**config.mk**
```make
export PLATFORM = sky130hd
export DESIGN_NAME = sleep_wakeup_control
export DESIGN_NICKNAME = d
export VERILOG_FILES = /design/src/inc/sleep_pkg.sv /design/src/logic/sync2.sv /design/src/logic/reset_timer.sv /design/src/logic/sleep_wakeup_control.sv
export SDC_FILE = /design/constraint.sdc
export NUM_CORES = 1
export LEC_CHECK = 0
export ABC_CLOCK_PERIOD_IN_PS = 9400
export BUFFER_PORTS_ARGS = -buffer_cell sky130_fd_sc_hd__buf_2
export CAP_MARGIN = 10
export CELL_PAD_IN_SITES_DETAIL_PLACEMENT = 1
export CELL_PAD_IN_SITES_GLOBAL_PLACEMENT = 1
export CORE_ASPECT_RATIO = 0.9
export CORE_MARGIN = 2
export CORE_UTILIZATION = 25
export DETAILED_ROUTE_END_ITERATION = 8
export HOLD_SLACK_MARGIN = 0.08
export PLACE_DENSITY_LB_ADDON = 0.1
export SYNTH_ARGS = -nofsm -noshare
export SYNTH_HDL_FRONTEND = slang
export SYNTH_HIERARCHICAL = 1
export SYNTH_SLANG_ARGS = --single-unit
```
**constraint.sdc**
```tcl
create_clock -name clk_sys -period 9.4 [get_ports clk_sys]
set_input_delay 0 -clock clk_sys [delete_from_list [all_inputs] [get_ports clk_sys]]
set_output_delay 0 -clock clk_sys [all_outputs]
set_load 0.05 [all_outputs]
```
**src/inc/sleep_pkg.sv**
```systemverilog
// shared types and constants for the sleep and wake-up controller
// assumes a single 250 MHz system clock and a core that strobes its events
package sleep_pkg;
	localparam int CLK_MHZ = 250;
	localparam int WATCH_PINS = 4;
	// watchdog nominal period, in microseconds, unprescaled
	localparam int WDT_PERIOD_US = 18000;
	localparam int WDT_PERIOD_CYCLES = WDT_PERIOD_US * CLK_MHZ;
	// device reset timer periods, in microseconds
	localparam int DRT_POR_US = 18000;
	localparam int DRT_SHORT_US = 300;
	localparam int DRT_POR_CYCLES = DRT_POR_US * CLK_MHZ;
	localparam int DRT_SHORT_CYCLES = DRT_SHORT_US * CLK_MHZ;
	localparam int PRESCALE_MAX_LOG2 = 7;
	// status bit positions within the status byte
	localparam int STATUS_TIMEOUT_BIT = 4;
	localparam int STATUS_POWERDOWN_BIT = 3;
	localparam int STATUS_WAKE_BIT = 7;
	// flag values on power-up
	localparam logic FLAG_TIMEOUT_RESET = 1'h1;
	localparam logic FLAG_POWERDOWN_RESET = 1'h1;
	localparam logic FLAG_WAKE_RESET = 1'h0;

	typedef enum logic [1:0] {
		RUN_STATE = 2'h0,
		SLEEP_STATE = 2'h1,
		RESET_STATE = 2'h3
	} power_state_type;

	typedef struct packed {
		logic timeout_flag_n;
		logic powerdown_flag_n;
		logic pin_change_wake_flag;
	} status_flags_type;

	typedef struct packed {
		logic wdt_enable;
		logic reset_pin_is_reset;
		logic wake_on_change_enable;
		logic prescaler_to_wdt;
		logic [2:0] prescale_select;
		logic short_drt;
	} config_type;
endpackage

```
**src/logic/sync2.sv**
```systemverilog
// two-flop synchroniser for a bus of asynchronous levels
// assumes the inputs come from pins outside the clock domain
`timescale 1ns/100ps
module sync2 #(
	parameter int WIDTH = 1
) (
	input wire logic clk_sys,
	input wire logic reset_n,
	input wire logic [WIDTH-1:0] async_in,
	output logic [WIDTH-1:0] sync_out
);
	logic [WIDTH-1:0] stage;

	always_ff @(posedge clk_sys or negedge reset_n) begin
		if (!reset_n) begin
			stage <= '0;
			sync_out <= '0;
		end else begin
			stage <= async_in;
			sync_out <= stage;
		end
	end
endmodule

```
**src/logic/reset_timer.sv**
```systemverilog
// down counter that holds the core in reset until it expires
// assumes start is a one-cycle pulse; restart while running reloads
`timescale 1ns/100ps
module reset_timer #(
	parameter int WIDTH = 24
) (
	input wire logic clk_sys,
	input wire logic reset_n,
	input wire logic start,
	input wire logic [WIDTH-1:0] load_value,
	output logic busy
);
	logic [WIDTH-1:0] count;
	wire logic done = (count == '0);

	always_ff @(posedge clk_sys or negedge reset_n) begin
		if (!reset_n) begin
			count <= '0;
			busy <= 1'b0;
		end else if (start) begin
			count <= load_value;
			busy <= 1'b1;
		end else if (!done) begin
			count <= count - 1'b1;
			busy <= (count != {{(WIDTH-1){1'b0}}, 1'b1});
		end else begin
			busy <= 1'b0;
		end
	end
endmodule

```
**src/logic/sleep_wakeup_control.sv**
```systemverilog
// power-down entry and wake-up control: sleep entry, watchdog, flags,
// pin-change wake, reset generation.
// assumes reset_n is power-on reset; core strobes are on clk_sys.
//
// Behaviour
// RULE1 - executing the sleep instruction puts the device into power-down.
// RULE2 - sleep entry clears an enabled watchdog, which keeps counting.
// RULE3 - sleep entry sets the active-low timeout flag, status bit 4.
// RULE4 - sleep entry clears the active-low power-down flag, status bit 3.
// RULE5 - sleep entry stops the oscillator driver until wake-up.
// RULE6 - pins keep their pre-sleep drive state while asleep.
// RULE7 - watchdog reset is internal and never pulls the reset pin low.
// RULE8 - wake on reset pin, watchdog timeout, or watched pin change.
// RULE9 - every wake-up causes a full device reset.
// RULE10 - watchdog wake-up clears the timeout flag.
// RULE11 - power-down flag set on power-up, cleared only by sleep.
// RULE12 - pin-change wake flag set when a watched pin changes in sleep.
// RULE13 - in sleep, compare watched pins with last port read reference.
// RULE14 - stale change from earlier wake causes immediate wake next sleep.
// RULE15 - software should read watched pins just before sleeping.
// RULE16 - any wake-up clears the watchdog counter.
// RULE17 - reset pin pulse leaves all three flags unchanged; a reset-pin wake here clears the pin-change wake flag.
// RULE18 - watchdog timeout also starts the device reset timer.
// RULE19 - sleep clears the prescaler when it is assigned to the watchdog.
// RULE20 - each port read captures watched pins as comparison reference; the code captures only on a port read in the run state.
`timescale 1ns/100ps
module sleep_wakeup_control
	import sleep_pkg::*;
#(
	parameter int WDT_CYCLES = WDT_PERIOD_CYCLES,
	parameter int DRT_LONG_CYCLES = DRT_POR_CYCLES,
	parameter int DRT_SHORT = DRT_SHORT_CYCLES
) (
	// clock and power-on reset
	input wire logic clk_sys,
	input wire logic reset_n,
	// core strobes
	input wire logic sleep_exec,
	input wire logic clear_watchdog,
	input wire logic port_read,
	// configuration
	input wire config_type cfg,
	// pins
	input wire logic shared_reset_input_pin,
	input wire logic wake_pin_0,
	input wire logic wake_pin_1,
	input wire logic wake_pin_3,
	input wire logic wake_pin_4,
	// port drive state from the core
	input wire logic [WATCH_PINS-1:0] port_out_in,
	input wire logic [WATCH_PINS-1:0] port_oe_in,
	// pin drive
	output logic [WATCH_PINS-1:0] port_out,
	output logic [WATCH_PINS-1:0] port_oe,
	output logic external_reset_pin_n_oe,
	// status and control
	output status_flags_type status_flags,
	output logic [7:0] status_byte,
	output logic osc_enable,
	output logic core_reset,
	output logic asleep,
	output logic watchdog_timeout
);
	localparam int CW = 32;
	localparam int TW = 32;

	power_state_type state;
	logic [CW-1:0] watchdog_counter;
	logic [PRESCALE_MAX_LOG2-1:0] prescaler;
	logic [WATCH_PINS-1:0] pin_reference;
	logic [WATCH_PINS-1:0] pins_sync;
	logic reset_pin_sync;
	logic reset_pin_prev;
	logic drt_start;
	logic [TW-1:0] drt_load;
	logic drt_busy;
	logic first_drt_done;

	sync2 #(.WIDTH(WATCH_PINS + 1)) pin_sync (
		.clk_sys(clk_sys),
		.reset_n(reset_n),
		.async_in({shared_reset_input_pin, wake_pin_4, wake_pin_3, wake_pin_1, wake_pin_0}),
		.sync_out({reset_pin_sync, pins_sync})
	);

	reset_timer #(.WIDTH(TW)) device_reset_timer (
		.clk_sys(clk_sys),
		.reset_n(reset_n),
		.start(drt_start),
		.load_value(drt_load),
		.busy(drt_busy)
	);

	////////////////////////////////////////////////////////////////////////
	// decode

	wire logic in_sleep = (state == SLEEP_STATE);
	wire logic sleep_take = (state == RUN_STATE) && sleep_exec && !drt_busy;
	wire logic [PRESCALE_MAX_LOG2:0] pre_mask =
		(PRESCALE_MAX_LOG2 + 1)'((1 << cfg.prescale_select) - 1);
	wire logic pre_tick = !cfg.prescaler_to_wdt ||
		((prescaler & pre_mask[PRESCALE_MAX_LOG2-1:0]) == pre_mask[PRESCALE_MAX_LOG2-1:0]);
	wire logic wdt_wrap = cfg.wdt_enable && (watchdog_counter == CW'(WDT_CYCLES - 1));
	wire logic wdt_fire = wdt_wrap && pre_tick;
	// mismatch includes a stale change never re-read: reference is old [RULE13] [RULE14]
	wire logic pin_mismatch = |(pins_sync ^ pin_reference);
	wire logic change_wake = in_sleep && cfg.wake_on_change_enable && pin_mismatch; // [RULE8]
	wire logic pin_reset_fall = cfg.reset_pin_is_reset && reset_pin_prev && !reset_pin_sync;
	wire logic pin_wake = in_sleep && pin_reset_fall; // [RULE8]
	wire logic wdt_wake = in_sleep && wdt_fire; // [RULE8]
	wire logic any_wake = pin_wake || wdt_wake || change_wake;
	// watchdog is restarted on sleep entry and on every wake [RULE2] [RULE16]
	wire logic wdt_clear = clear_watchdog || sleep_take || any_wake;
	// device reset timer starts on wake and on a watchdog timeout [RULE18]
	assign drt_start = any_wake || wdt_fire;
	assign drt_load = (cfg.short_drt && first_drt_done) ?
		TW'(DRT_SHORT) : TW'(DRT_LONG_CYCLES);

	////////////////////////////////////////////////////////////////////////
	// power state

	always_ff @(posedge clk_sys or negedge reset_n) begin
		if (!reset_n) begin
			state <= RESET_STATE;
		end else begin
			unique case (state)
				RUN_STATE: begin
					if (sleep_take) begin
						state <= SLEEP_STATE; // [RULE1]
					end else if (wdt_fire) begin
						state <= RESET_STATE;
					end
				end
				SLEEP_STATE: begin
					if (any_wake) begin
						state <= RESET_STATE; // full reset, no resume [RULE9]
					end
				end
				RESET_STATE: begin
					if (!drt_busy && !drt_start) begin
						state <= RUN_STATE;
					end
				end
				default: state <= RESET_STATE;
			endcase
		end
	end

	always_ff @(posedge clk_sys or negedge reset_n) begin
		if (!reset_n) begin
			first_drt_done <= 1'b0;
		end else if (state == RESET_STATE && !drt_busy && !drt_start) begin
			first_drt_done <= 1'b1;
		end
	end

	////////////////////////////////////////////////////////////////////////
	// watchdog and its prescaler; the watchdog keeps counting on clk_sys in sleep

	always_ff @(posedge clk_sys or negedge reset_n) begin
		if (!reset_n) begin
			watchdog_counter <= '0;
		end else if (wdt_clear || !cfg.wdt_enable || wdt_wrap) begin
			watchdog_counter <= '0;
		end else begin
			watchdog_counter <= watchdog_counter + 1'b1;
		end
	end

	always_ff @(posedge clk_sys or negedge reset_n) begin
		if (!reset_n) begin
			prescaler <= '0;
		end else if (cfg.prescaler_to_wdt && (wdt_clear || wdt_fire)) begin
			prescaler <= '0; // [RULE19]
		end else if (wdt_wrap) begin
			prescaler <= prescaler + 1'b1;
		end
	end

	always_ff @(posedge clk_sys or negedge reset_n) begin
		if (!reset_n) begin
			// matches the synchroniser's reset level: no false fall after reset
			reset_pin_prev <= 1'b0;
		end else begin
			reset_pin_prev <= reset_pin_sync;
		end
	end

	////////////////////////////////////////////////////////////////////////
	// change reference, captured on each port read in the run state

	always_ff @(posedge clk_sys or negedge reset_n) begin
		if (!reset_n) begin
			pin_reference <= '0;
		end else if (port_read && state == RUN_STATE) begin
			pin_reference <= pins_sync; // [RULE20]
		end
	end

	////////////////////////////////////////////////////////////////////////
	// status flags; a reset pin pulse in run leaves them alone, a reset-pin wake clears the wake flag [RULE17]

	wire logic next_timeout_n = wdt_fire ? 1'b0 : // [RULE10]
		(sleep_take || clear_watchdog) ? 1'b1 : status_flags.timeout_flag_n; // [RULE3]
	wire logic next_powerdown_n = sleep_take ? 1'b0 : // [RULE4] [RULE11]
		clear_watchdog ? 1'b1 : status_flags.powerdown_flag_n;
	// set wins over any clear: only a wake or watchdog reset redefines it
	wire logic next_wake_flag = change_wake ? 1'b1 : // [RULE12]
		(wdt_fire || pin_wake) ? 1'b0 : status_flags.pin_change_wake_flag;

	always_ff @(posedge clk_sys or negedge reset_n) begin
		if (!reset_n) begin
			status_flags.timeout_flag_n <= FLAG_TIMEOUT_RESET;
			status_flags.powerdown_flag_n <= FLAG_POWERDOWN_RESET; // [RULE11]
			status_flags.pin_change_wake_flag <= FLAG_WAKE_RESET;
		end else begin
			status_flags.timeout_flag_n <= next_timeout_n;
			status_flags.powerdown_flag_n <= next_powerdown_n;
			status_flags.pin_change_wake_flag <= next_wake_flag;
		end
	end

	always_ff @(posedge clk_sys or negedge reset_n) begin
		if (!reset_n) begin
			status_byte <= 8'h18;
		end else begin
			status_byte <= 8'h00;
			status_byte[STATUS_TIMEOUT_BIT] <= next_timeout_n;
			status_byte[STATUS_POWERDOWN_BIT] <= next_powerdown_n;
			status_byte[STATUS_WAKE_BIT] <= next_wake_flag;
		end
	end

	////////////////////////////////////////////////////////////////////////
	// outputs

	wire logic next_asleep = (state == SLEEP_STATE && !any_wake) || sleep_take;

	always_ff @(posedge clk_sys or negedge reset_n) begin
		if (!reset_n) begin
			port_out <= '0;
			port_oe <= '0;
			osc_enable <= 1'b1;
			core_reset <= 1'b1;
			asleep <= 1'b0;
			watchdog_timeout <= 1'b0;
			external_reset_pin_n_oe <= 1'b0;
		end else begin
			// drive state frozen while asleep [RULE6]
			if (!next_asleep) begin
				port_out <= port_out_in;
				port_oe <= port_oe_in;
			end
			osc_enable <= !next_asleep; // [RULE5]
			asleep <= next_asleep;
			core_reset <= drt_start || drt_busy || (state == RESET_STATE); // [RULE9] [RULE18]
			watchdog_timeout <= wdt_fire;
			external_reset_pin_n_oe <= 1'b0; // never driven [RULE7]
		end
	end
endmodule

```
# --- Word-level counts from Yosys, hierarchy flattened ---
# Cells that the tools add are included.
word_totals:
  register_bits: 108
  out_inout_bits: 24
  wordCells: 97
op_classes:
  add_sub_neg: 4
  n_eq_ne: 9
  shifts: 1
  n_mux: 19
  bitwise: 2
  reduce_logical: 42
op_table:
  columns: ["operator", "n"]
  rows:
  - ["two-way mux 32 bit", 3]
  - ["adder 32 x 1 -> 32 bit (second input constant)", 1]
  - ["equality test 32 x 23 -> 1 bit (second input constant)", 1]
  - ["zero test 32 bit", 1]
  - ["!= test 32 x 1 -> 1 bit (second input constant)", 1]
  - ["subtractor 32 x 1 -> 32 bit (second input constant)", 1]
  - ["two-way mux 23 bit", 1]
  - ["logical AND 1 bit", 17]
  - ["two-way mux 7 bit", 2]
  - ["logical OR 1 bit", 13]
  - ["two-way mux 1 bit", 8]
  - ["two-way mux 2 bit", 4]
  - ["adder 7 x 1 -> 7 bit (second input constant)", 1]
  - ["bitwise AND 7 bit", 1]
  - ["equality test 7 bit", 1]
  - ["zero test 1 bit", 7]
  - ["<< shifter 1 x 3 -> 7 bit (first input constant)", 1]
  - ["subtractor 7 x 2 -> 7 bit (second input constant)", 1]
  - ["one-hot mux 2 bit (3 select lines)", 1]
  - ["!= test 2 bit (second input constant)", 2]
  - ["OR reduction 4 bit", 1]
  - ["bitwise XOR 4 bit", 1]
  - ["!= test 3 bit (second input constant)", 1]
  - ["AND reduction 3 bit", 1]
  - ["5 further kinds", 5]

# --- Longest topological paths before layout ---
# Gate-level depths: netlist of the first run.
logic_depth:
  ltp_word: 14
  mapped_depth: 16
  depth_no_buf: 12

# --- Modules after synthesis ---
# The synthesis of the first run kept the hierarchy.
by_module_without_submodules:
  columns: ["mod", "n_inst", "cells_per_inst", "area_each_um2", "seq_area_each_um2"]
  rows:
  - ["sleep_wakeup_control", 1, 309, 3119.2, 1559.0]
  - ["reset_timer", 1, 227, 1999.4, 825.8]
  - ["sync2", 1, 10, 250.2, 250.2]

# --- Worst setup path after synthesis of the first run ---
# No wires, ideal clock.
synth_timing:
  path_type: "reg2reg"
  from: "register watchdog_counter[0]"
  to: "register device_reset_timer.count[6]"
  arrival_ns: 3.280
  t_required_ns: 9.335
  slack_ns: 6.055
  path_stages_with_launch: 17
  cell_sequence: "dfrtp_1 -> ha_1 -> and4_1 -> buf_2 -> nand4_1 -> or3_1 -> a311o_2 -> and2_2 -> inv_1 -> clkbuf_1 -> inv_1 -> and4_1 -> clkbuf_1 -> and3_1 -> buf_2 -> o31ai_1 -> o21a_1"
synth_between:
  elab_chain_len: 8
  elab_cells_between_ends: 9
  cone_classes: "eq/ne (2); mux (1); reduce/logical (6)"
synth_lines:
  columns: ["element", "line", "source"]
  rows:
  - ["from (decl)", "sleep_wakeup_control.sv:68", "logic [CW-1:0] watchdog_counter;"]
  - ["from (signal assigned)", "sleep_wakeup_control.sv:166", "watchdog_counter <= watchdog_counter + 1'b1;"]
  - ["equality test 32 x 23 -> 1 bit *", "sleep_wakeup_control.sv:103", "wire logic wdt_wrap = cfg.wdt_enable && (watchdog_counter == CW'(WDT_CYCLES - 1));"]
  - ["logical AND 1 bit *", "sleep_wakeup_control.sv:103", null]
  - ["logical AND 1 bit *", "sleep_wakeup_control.sv:104", "wire logic wdt_fire = wdt_wrap && pre_tick;"]
  - ["logical AND 1 bit", "sleep_wakeup_control.sv:110", "wire logic wdt_wake = in_sleep && wdt_fire;"]
  - ["logical OR 1 bit (2 in a row)", "sleep_wakeup_control.sv:111", "wire logic any_wake = pin_wake || wdt_wake || change_wake;"]
  - ["logical OR 1 bit *", "sleep_wakeup_control.sv:115", "assign drt_start = any_wake || wdt_fire;"]
  - ["net drt_start", "sleep_wakeup_control.sv:74", "logic drt_start;"]
  - ["!= test 2 bit (no source line) or two-way mux 32 bit (tied branches)", null, null]
  - ["to (signal assigned)", "reset_timer.sv:21", "count <= load_value;"]
  - ["to (signal assigned)", "reset_timer.sv:24", "count <= count - 1'b1;"]
  - ["to (decl)", "reset_timer.sv:13", "logic [WIDTH-1:0] count;"]
# The timed path passes the listed nets; every way through them passes the cells marked *.
# A chain may end at the register's enable or synchronous reset.

# --- Worst setup path after layout of the first run ---
layout_timing:
  from: "register watchdog_counter[0]"
  to: "register device_reset_timer.count[8]"
# Same word-level chain as after synthesis.

==> impl_metrics.csv, run 1 <==
group,metric,value,unit
global_routing,grt_pass1_wl,23.2,mm
cts,post_cts_resized,0,
critical_path,critPathKind,"reg -> reg",
timing,tightest_slew,0.936,ns
finish,design_area,0.00644,mm^2
synth,synth_mux_area_share,3.47,%
synth,ys_types,60,
synth,avgSynthCellArea,9.83,um^2
timing,layout_min_cycle_time,3.85,ns
timing,relSlewSlack,37.1,%
timing,tns,0,ns
critical_path,cp_max_fo,25,
synth,syn_inst,546,
global_routing,grt_max_degree,61,
detailed_routing,top_layer,"met4",
power,peakVddDrop,0.0679,mV
critical_path,cp_slowest_stage_delay,0.45,ns
synth,synth_top_family_by_area,"simple AND/OR/NAND/NOR gates",
critical_path,regToRegSetupSlack,5.55,ns
timing,timing.fmax,0.260,GHz
floorplan,die_area,0.0227,mm^2
hold_path,min_path_type,"in -> async",
floorplan,rows,50,
synth,synth_edf_count,0,
critical_path,end_kind,"flip-flop",
cts,clock_sinks,105,
placement,place_hpwl,9.70,mm
floorplan,coreArea,0.0210,mm^2
detailed_routing,drt_iter0_drc,142,
synth,synth_top_cell_area_share,46.1,%
placement,io_buffers,43,
synth,synth_compound_area_share,9.25,%
finish,nFillCells,2412,
detailed_routing,drc,0,
finish,seq_area,0.00264,mm^2
cts,cts_tree,"built",
synth,synthXorXnorAreaFrac,8.81,%
critical_path,required,9.62,ns
cts,numCtsBuffers,9,
detailed_routing,wl_met1,7.11,mm
timing,timing.final.crit_share,40.9,%
finish,fin_nets,650,
cts,clk_latency,0.36,ns
critical_path,crit_slowest_cell,"a2111oi_0",
floorplan,initial_core_util,25.6,%
global_routing,track_usage,13.1,%
critical_path,r2r_cells,12,
synth,ys_seq_elements,105,
synth,synth_top_area_cell,"dfrtp_1",
timing,setup_viol,0,
detailed_routing,dr_wl_met3,417,um
critical_path,start_kind,"flip-flop",
power,power.density,141,mW/mm^2
finish,multi_input_area,0.00262,mm^2
critical_path,path_cells,"ha_1 > and4_1 > nand4_1 > or3_1 > a311o_2 > and2_2 > inv_1 > buf_4 > inv_1 > and4_1 > and3_1 > a2111oi_0",
cts,clockBufferDepth,2,
placement,dpl_cell_area,0.00592,mm^2
detailed_routing,ant_nets,0,
critical_path,timing.rr.start,"watchdog_counter[0]$_DFF_PN0_",
power,leakage,2.61,nW
critical_path,r2r-end,"device_reset_timer/count[8]$_DFFE_PN0P_",
detailed_routing,met2WireLength,6.40,mm
floorplan,die_y,143,um
synth,yosys-top-cells-area,"dfrtp_1 (46%), nor2_1 (5.1%), xnor2_1 (4.9%)",
detailed_routing,vias_per_cell,4.63,
finish,syn_to_final_growth,19.9,%
timing,final_max_slew_viol_count,0,
synth,synth_top_flop_cell,"dfrtp_1",
global_routing,first_global_vias,4375,
synth,ys_seq_area_share,49.1,%
synth,async_reset_ff_share,100,%
synth,synthSimpleGateAreaFrac,24.3,%
finish,drive_gt1_share,15.7,%
detailed_routing,vias,4219,
synth,synthAdderAreaFrac,0.932,%
timing,rsz0062_at_grt,"false",
cts,cts_max_level,3,
global_routing,antenna_found_initial,0,
detailed_routing,drt-pass1-iter-count,4,
flow_run,drv_cap,0,
synth,yosysWarningCount,6,
timing,final-hold-violation-count,0,
global_routing,grt.overflow.total,0,
cts,clk_pin_slew,0.08,ns
timing,fin_worst_skew,0.0172,ns
placement,finalWeightedCongestion,0.723,
critical_path,crit_arrival,4.07,ns
detailed_routing,wirelength,14.1,mm
floorplan,io_pins,50,
synth,synthesis.area,0.00537,mm^2
floorplan,die_w,158,um
finish,antennaDiodeCount,0,
status,status,"finished clean",
detailed_routing,routedWlPerCell,15.5,um
cts,cts.root.buffer_cell,"clkbuf_16",
logic make-up (layout without fill, tap and decap cells):
group | Yosys count | in the layout
other | 2 | 28
buffers and inverters | 46 | 99
AOI/OAI and AO/OA | 74 | 74
muxes | 17 | 17
DFF | 105 | 105
xor gates and xnor gates | 54 | 54
and+or+nand+nor | 244 | 244
adders and majority gates | 4 | 4
how the worst max path moves through the flow:
stage,startpoint,cells after the start,end
6_report,watchdog_counter[0]$_DFF_PN0_,12,device_reset_timer/count[8]$_DFFE_PN0P_
4_1_cts,watchdog_counter[0]$_DFF_PN0_,12,device_reset_timer/count[8]$_DFFE_PN0P_
3_3_place_gp,watchdog_counter[0]$_DFF_PN0_,12,device_reset_timer/count[8]$_DFFE_PN0P_
5_1_grt,watchdog_counter[0]$_DFF_PN0_,13,device_reset_timer/count[0]$_DFFE_PN0P_
2_1_floorplan,watchdog_counter[0]$_DFF_PN0_,16,device_reset_timer/count[6]$_DFFE_PN0P_
3_5_place_dp,watchdog_counter[0]$_DFF_PN0_,12,device_reset_timer/count[8]$_DFFE_PN0P_
worst max-delay path: cells and delay by family, from the launching register on:
| kind | cells | cell delay (ns) |
|---|---|---|
| and+or+nand+nor | 6 | 1.76 |
| DFF | 1 | 0.39 |
| adders and majority gates | 1 | 0.24 |
| buffers and inverters | 3 | 0.41 |
| AOI/OAI and AO/OA | 2 | 0.89 |
flip-flops by register name, indices dropped and copies added, names as in the netlist:
| name | cells |
|---|---|
| device_reset_timer/count | 32 |
| watchdog_counter | 32 |
| prescaler | 7 |
| pin_sync/stage | 5 |
| pin_sync/sync_out | 5 |
| pin_reference | 4 |
| port_oe | 4 |
| port_out | 4 |
| status_byte | 3 |
| state | 2 |
| asleep | 1 |
| core_reset | 1 |
| device_reset_timer/busy | 1 |
| first_drt_done | 1 |
| osc_enable | 1 |
| reset_pin_prev | 1 |
| watchdog_timeout | 1 |
metrics by stage:
step	setup WS (ns)	util (%)	instances	power (mW)	hold slack, ns
after floorplan	6.06	-	572	0.488	-0.296
after global placement	5.70	28.2	875	0.506	0.0648
after detailed placement	5.49	28.2	875	0.507	0.0757
after CTS	5.46	30.7	911	0.931	0.170
after global routing	5.19	30.7	911	0.946	0.222
final	5.55	30.7	911	0.908	0.194
synthesized netlist by cell type (3+ instances only):
| master | n |
|---|---|
| and3_1 | 13 |
| a31oi_1 | 4 |
| a211oi_1 | 4 |
| mux2_2 | 13 |
| nand2_1 | 32 |
| nor4b_1 | 6 |
| a21oi_1 | 20 |
| nand4_1 | 20 |
| nor4_2 | 4 |
| dfrtp_1 | 99 |
| and4_1 | 4 |
| clkbuf_1 | 17 |
| o211a_1 | 3 |
| nor2b_1 | 3 |
| xor2_1 | 24 |
| dfstp_2 | 6 |
| nor2_1 | 73 |
| or3_1 | 5 |
| ha_1 | 4 |
| mux2i_1 | 4 |
| inv_1 | 16 |
| o21ai_0 | 20 |
| nor4_1 | 19 |
| xnor2_1 | 30 |
| buf_4 | 11 |
| o21a_1 | 4 |
| and2_0 | 3 |
| nand3_1 | 19 |
| nor3_1 | 25 |
power by group:
part / internal, mW / switching [mW] / total [mW]
logic: 0.0136 / 0.0307 / 0.0443
clock network: 0.214 / 0.192 / 0.406
registers: 0.456 / 0.00217 / 0.458
total: 0.684 / 0.224 / 0.908
metal layers:
layer	vias up	global-route usage, %
li1	2053	-
met1	2090	17.8
met2	65	21.4
met3	11	2.37
met4	0	3.56
met5	-	0
cell usage in the layout, fill, tap and decap left out, types with 16 or more instances in the layout:
cell and n:
nand3_1 19, nor4_1 19, buf_2 42, o21ai_0 20, nor2_1 73, xor2_1 24
xnor2_1 30, conb_1 28, nor3_1 25, nand2_1 32, a21oi_1 20, inv_1 16
nand4_1 20, dfrtp_1 99, dlygate4sd3_1 20
repair_timing:
action	in CTS	in global routing
endpoints found under the hold margin	64	0
buffers inserted	0	0
hold buffers	20	0
area by class of cell:
cell class,instances,area share [%]
flip-flops and latches,105,40.9
multi-input cells,421,40.6
repair buffers,67,6.96
well taps,286,5.56
clock buffers,9,3.50
clock inverters,7,1.50
inverters,16,0.933
Note: power is estimated with default switching activity, not from simulation.
==> inputs of run 2 (changes only) <==
ABC_AREA = 1   (was unset)
ABC_CLOCK_PERIOD_IN_PS = 3400   (was 9400)
clock period = 3.4 ns   (was 9.4 ns; I/O delays follow)
==> run 2 against run 1 <==
  * Wire length grew 34%
  * Utilization shrank 0.90 points
  * Non-clock buffer count shrank 1
  * Fmax grew 58%
  * Critical path type unchanged
  * Critical endpoint is now device_reset_timer/count[21]$_DFFE_PN0P_
  * Largest cell class is now multi-input gates
  * Largest power group unchanged
==> impl_metrics.csv, run 2 <==
group,metric,value,unit
status,status,"finished clean",
timing,whs,0.101,ns
hold_path,hold_depth,5,
detailed_routing,vias_per_cell,4.26,
timing,final-hold-violation-count,0,
cts,post_cts_resized,0,
global_routing,first_global_vias,5704,
timing,rsz0062_at_grt,"false",
critical_path,worst_path_dominant_cell_family,"simple AND/OR/NAND/NOR gates",
finish,fin_cells,1278,
placement,finalWeightedCongestion,0.763,
finish,antennaDiodeCount,0,
synth,synth_top_flop_cell,"dfrtp_1",
global_routing,grt.overflow.total,0,
timing,fin_worst_skew,0.0101,ns
timing,tns,0,ns
synth,yosysWarningCount,6,
critical_path,timing.rr.start,"watchdog_counter[17]$_DFF_PN0_",
synth,ys_seq_elements,105,
floorplan,die_area,0.0265,mm^2
power,leakage,3.42,nW
finish,final_common_cell,"nand2_1",
critical_path,required,3.65,ns
flow_run,drv_cap,0,
cts,cts_max_level,3,
detailed_routing,drt_iter0_drc,226,
synth,ys_types,41,
detailed_routing,vias,5446,
cts,cts.root.buffer_cell,"clkbuf_16",
timing,tightest_slew,0.816,ns
critical_path,regToRegSetupSlack,0.97,ns
floorplan,initial_core_util,25.3,%
floorplan,coreArea,0.0250,mm^2
detailed_routing,ant_nets,0,
floorplan,rows,55,
critical_path,crit_arrival,2.68,ns
cts,cts_setup_buffers,0,
synth,synth_edf_count,0,
synth,avgSynthCellArea,7.40,um^2
hold_path,min_from,"cfg[6]",
placement,place_hpwl,14.2,mm
critical_path,crit_slowest_cell,"dfrtp_1",
critical_path,crit_buf_inv,4,
cts,clk_latency,0.36,ns
synth,yosysMostFrequentCell,"nand2_1",
cts,cts_tree,"built",
detailed_routing,wirelength,18.9,mm
floorplan,die_y,155,um
finish,fin_nets,961,
global_routing,grt_pass1_wl,31.5,mm
hold_path,min_path_type,"in -> reg",
timing,setup_viol,0,
finish,largest_registers,"device_reset_timer/count: 32 flops, watchdog_counter: 32 flops, prescaler: 7 flops",
critical_path,cp_max_fo,27,
timing,timing.fmax,0.412,GHz
power,power.density,406,mW/mm^2
finish,nFillCells,3079,
cts,clk_pin_slew,0.08,ns
power,peakVddDrop,0.249,mV
detailed_routing,drc,0,
detailed_routing,drt-pass1-iter-count,4,
timing,layout_min_cycle_time,2.43,ns
placement,place_inst,1243,
synth,yosys-top-cells-area,"dfrtp_1 (39%), nand2_1 (12%), nor2_1 (10%)",
synth,synth_top_area_cell,"dfrtp_1",
synth,synth_top_cell_area_share,39.3,%
floorplan,die_w,171,um
timing,timing.final.crit_share,71.4,%
global_routing,track_usage,15.1,%
critical_path,cp_slowest_stage_delay,0.47,ns
timing,timing.final.ws_setup,0.973,ns
synth,syn_inst,853,
synth,synthesis.area,0.00631,mm^2
cts,clockBufferDepth,2,
cts,numCtsBuffers,9,
floorplan,io_pins,50,
finish,final_cell_mix,"nand2_1 (200), nor2_1 (168), dfrtp_1 (99)",
synth,async_reset_ff_share,100,%
timing,relSlewSlack,45.6,%
placement,pre_cts_ws,0.933,ns
cts,clock_sinks,105,
critical_path,critPathKind,"reg -> reg",
placement,io_buffers,43,
hold_path,min_to,"status_byte[7]$_DFF_PN0_",
finish,drive_gt1_share,13.1,%
critical_path,path_cells,"inv_2 > nand2_1 > nor3_1 > nand3_2 > nor2_4 > nand2_4 > nand2_1 > inv_2 > buf_4 > nor2_1 > nor2_1 > nand2_1 > inv_1",
global_routing,antenna_found_initial,0,
finish,syn_to_final_growth,18.0,%
timing,final_max_slew_viol_count,0,
critical_path,end_kind,"flip-flop",
cts,cts_hold_buffers,19,
detailed_routing,routedWlPerCell,14.8,um
critical_path,r2r_cells,13,
synth,ys_seq_area_share,41.8,%
critical_path,path_common_cell,"nand2_1",
critical_path,r2r-end,"device_reset_timer/count[21]$_DFFE_PN0P_",
critical_path,start_kind,"flip-flop",
finish,utilization,29.8,%
synth,synth_common_cells,"nand2_1 (200), nor2_1 (168), dfrtp_1 (99), inv_1 (96), nand3_1 (56)",
global_routing,grt_max_degree,59,
## run 2: cell count changes after synthesis, moves of 11 or more
| cell | change |
|---|---|
| nand2_1 | +168 |
| nor2_1 | +95 |
| inv_1 | +80 |
| nand3_1 | +37 |
| xnor2_1 | -23 |
| nor4_1 | -13 |
| and3_1 | -12 |
| nand2_2 | +12 |
| clkbuf_1 | -11 |
| xor2_1 | +11 |
## run 2: layer usage
metal / wire length (um) / share of wire, % / global-route usage, % / vias up
li1: - / - / - / 2797
met1: 10100 / 53 / 22.3 / 2588
met2: 8230 / 44 / 23.6 / 52
met3: 421 / 2.2 / 2.10 / 9
met4: 148 / 0.78 / 2.91 / 0
met5: 0 / 0 / 0 / -
## run 2: cell type report
type                            instances  area [um^2]  area share [%]
Clock buffer                            9          225            3.02
Tap cell                              342          428            5.75
Inverter                              103          399            5.36
Timing Repair Buffer                   66          450            6.05
Clock inverter                          7         93.8            1.26
Multi-Input combinational cell        646         3220            43.2
Sequential cell                       105         2640            35.4
## run 2: worst max-delay path by stage
stage | from | to | slack (ns) | depth (start not counted)
after floorplan | watchdog_counter[0]$_DFF_PN0_ | device_reset_timer/count[0]$_DFFE_PN0P_ | 1.18 | 12
after global placement | watchdog_counter[17]$_DFF_PN0_ | device_reset_timer/count[25]$_DFFE_PN0P_ | 0.97 | 13
after detailed placement | watchdog_counter[0]$_DFF_PN0_ | device_reset_timer/count[22]$_DFFE_PN0P_ | 0.93 | 13
after CTS | watchdog_counter[0]$_DFF_PN0_ | device_reset_timer/count[20]$_DFFE_PN0P_ | 0.93 | 13
after global routing | watchdog_counter[0]$_DFF_PN0_ | device_reset_timer/count[19]$_DFFE_PN0P_ | 0.72 | 13
final | watchdog_counter[17]$_DFF_PN0_ | device_reset_timer/count[21]$_DFFE_PN0P_ | 0.97 | 13
## run 2: kinds of logic (layout without fill, tap and decap cells)
family | after synthesis | in the layout | synth area share (%)
xor gates and xnor gates | 42 | 42 | 5.83
AOI/OAI and AO/OA | 41 | 41 | 3.87
muxes | 4 | 4 | 0.714
and+or+nand+nor | 528 | 528 | 38.2
DFF | 105 | 105 | 41.8
buffers and inverters | 127 | 185 | 8.76
adders and majority gates | 4 | 4 | 0.793
other | 2 | 27 | 0.119
## run 2: where the power goes
group | switching, mW | internal, mW | total (mW)
registers | 0.0816 | 1.33 | 1.41
logic | 0.330 | 0.155 | 0.484
clock network | 0.585 | 0.538 | 1.12
total | 0.996 | 2.03 | 3.02
## run 2: worst register-to-register path, cell delays in order (launching register included)
cell	delay (ns)
dfrtp_1	0.47
inv_2	0.10
nand2_1	0.05
nor3_1	0.38
nand3_2	0.15
nor2_4	0.23
nand2_4	0.10
nand2_1	0.11
inv_2	0.15
buf_4	0.28
nor2_1	0.15
nor2_1	0.05
nand2_1	0.08
inv_1	0.04
## run 2: metrics by stage
step | cell area, um^2 | power, mW
5_1_grt | 7450 | 3.22
4_1_cts | 7450 | 3.10
6_report | 7450 | 3.02
2_1_floorplan | 6400 | 1.76
3_3_place_gp | 6940 | 1.92
3_5_place_dp | 6940 | 1.92
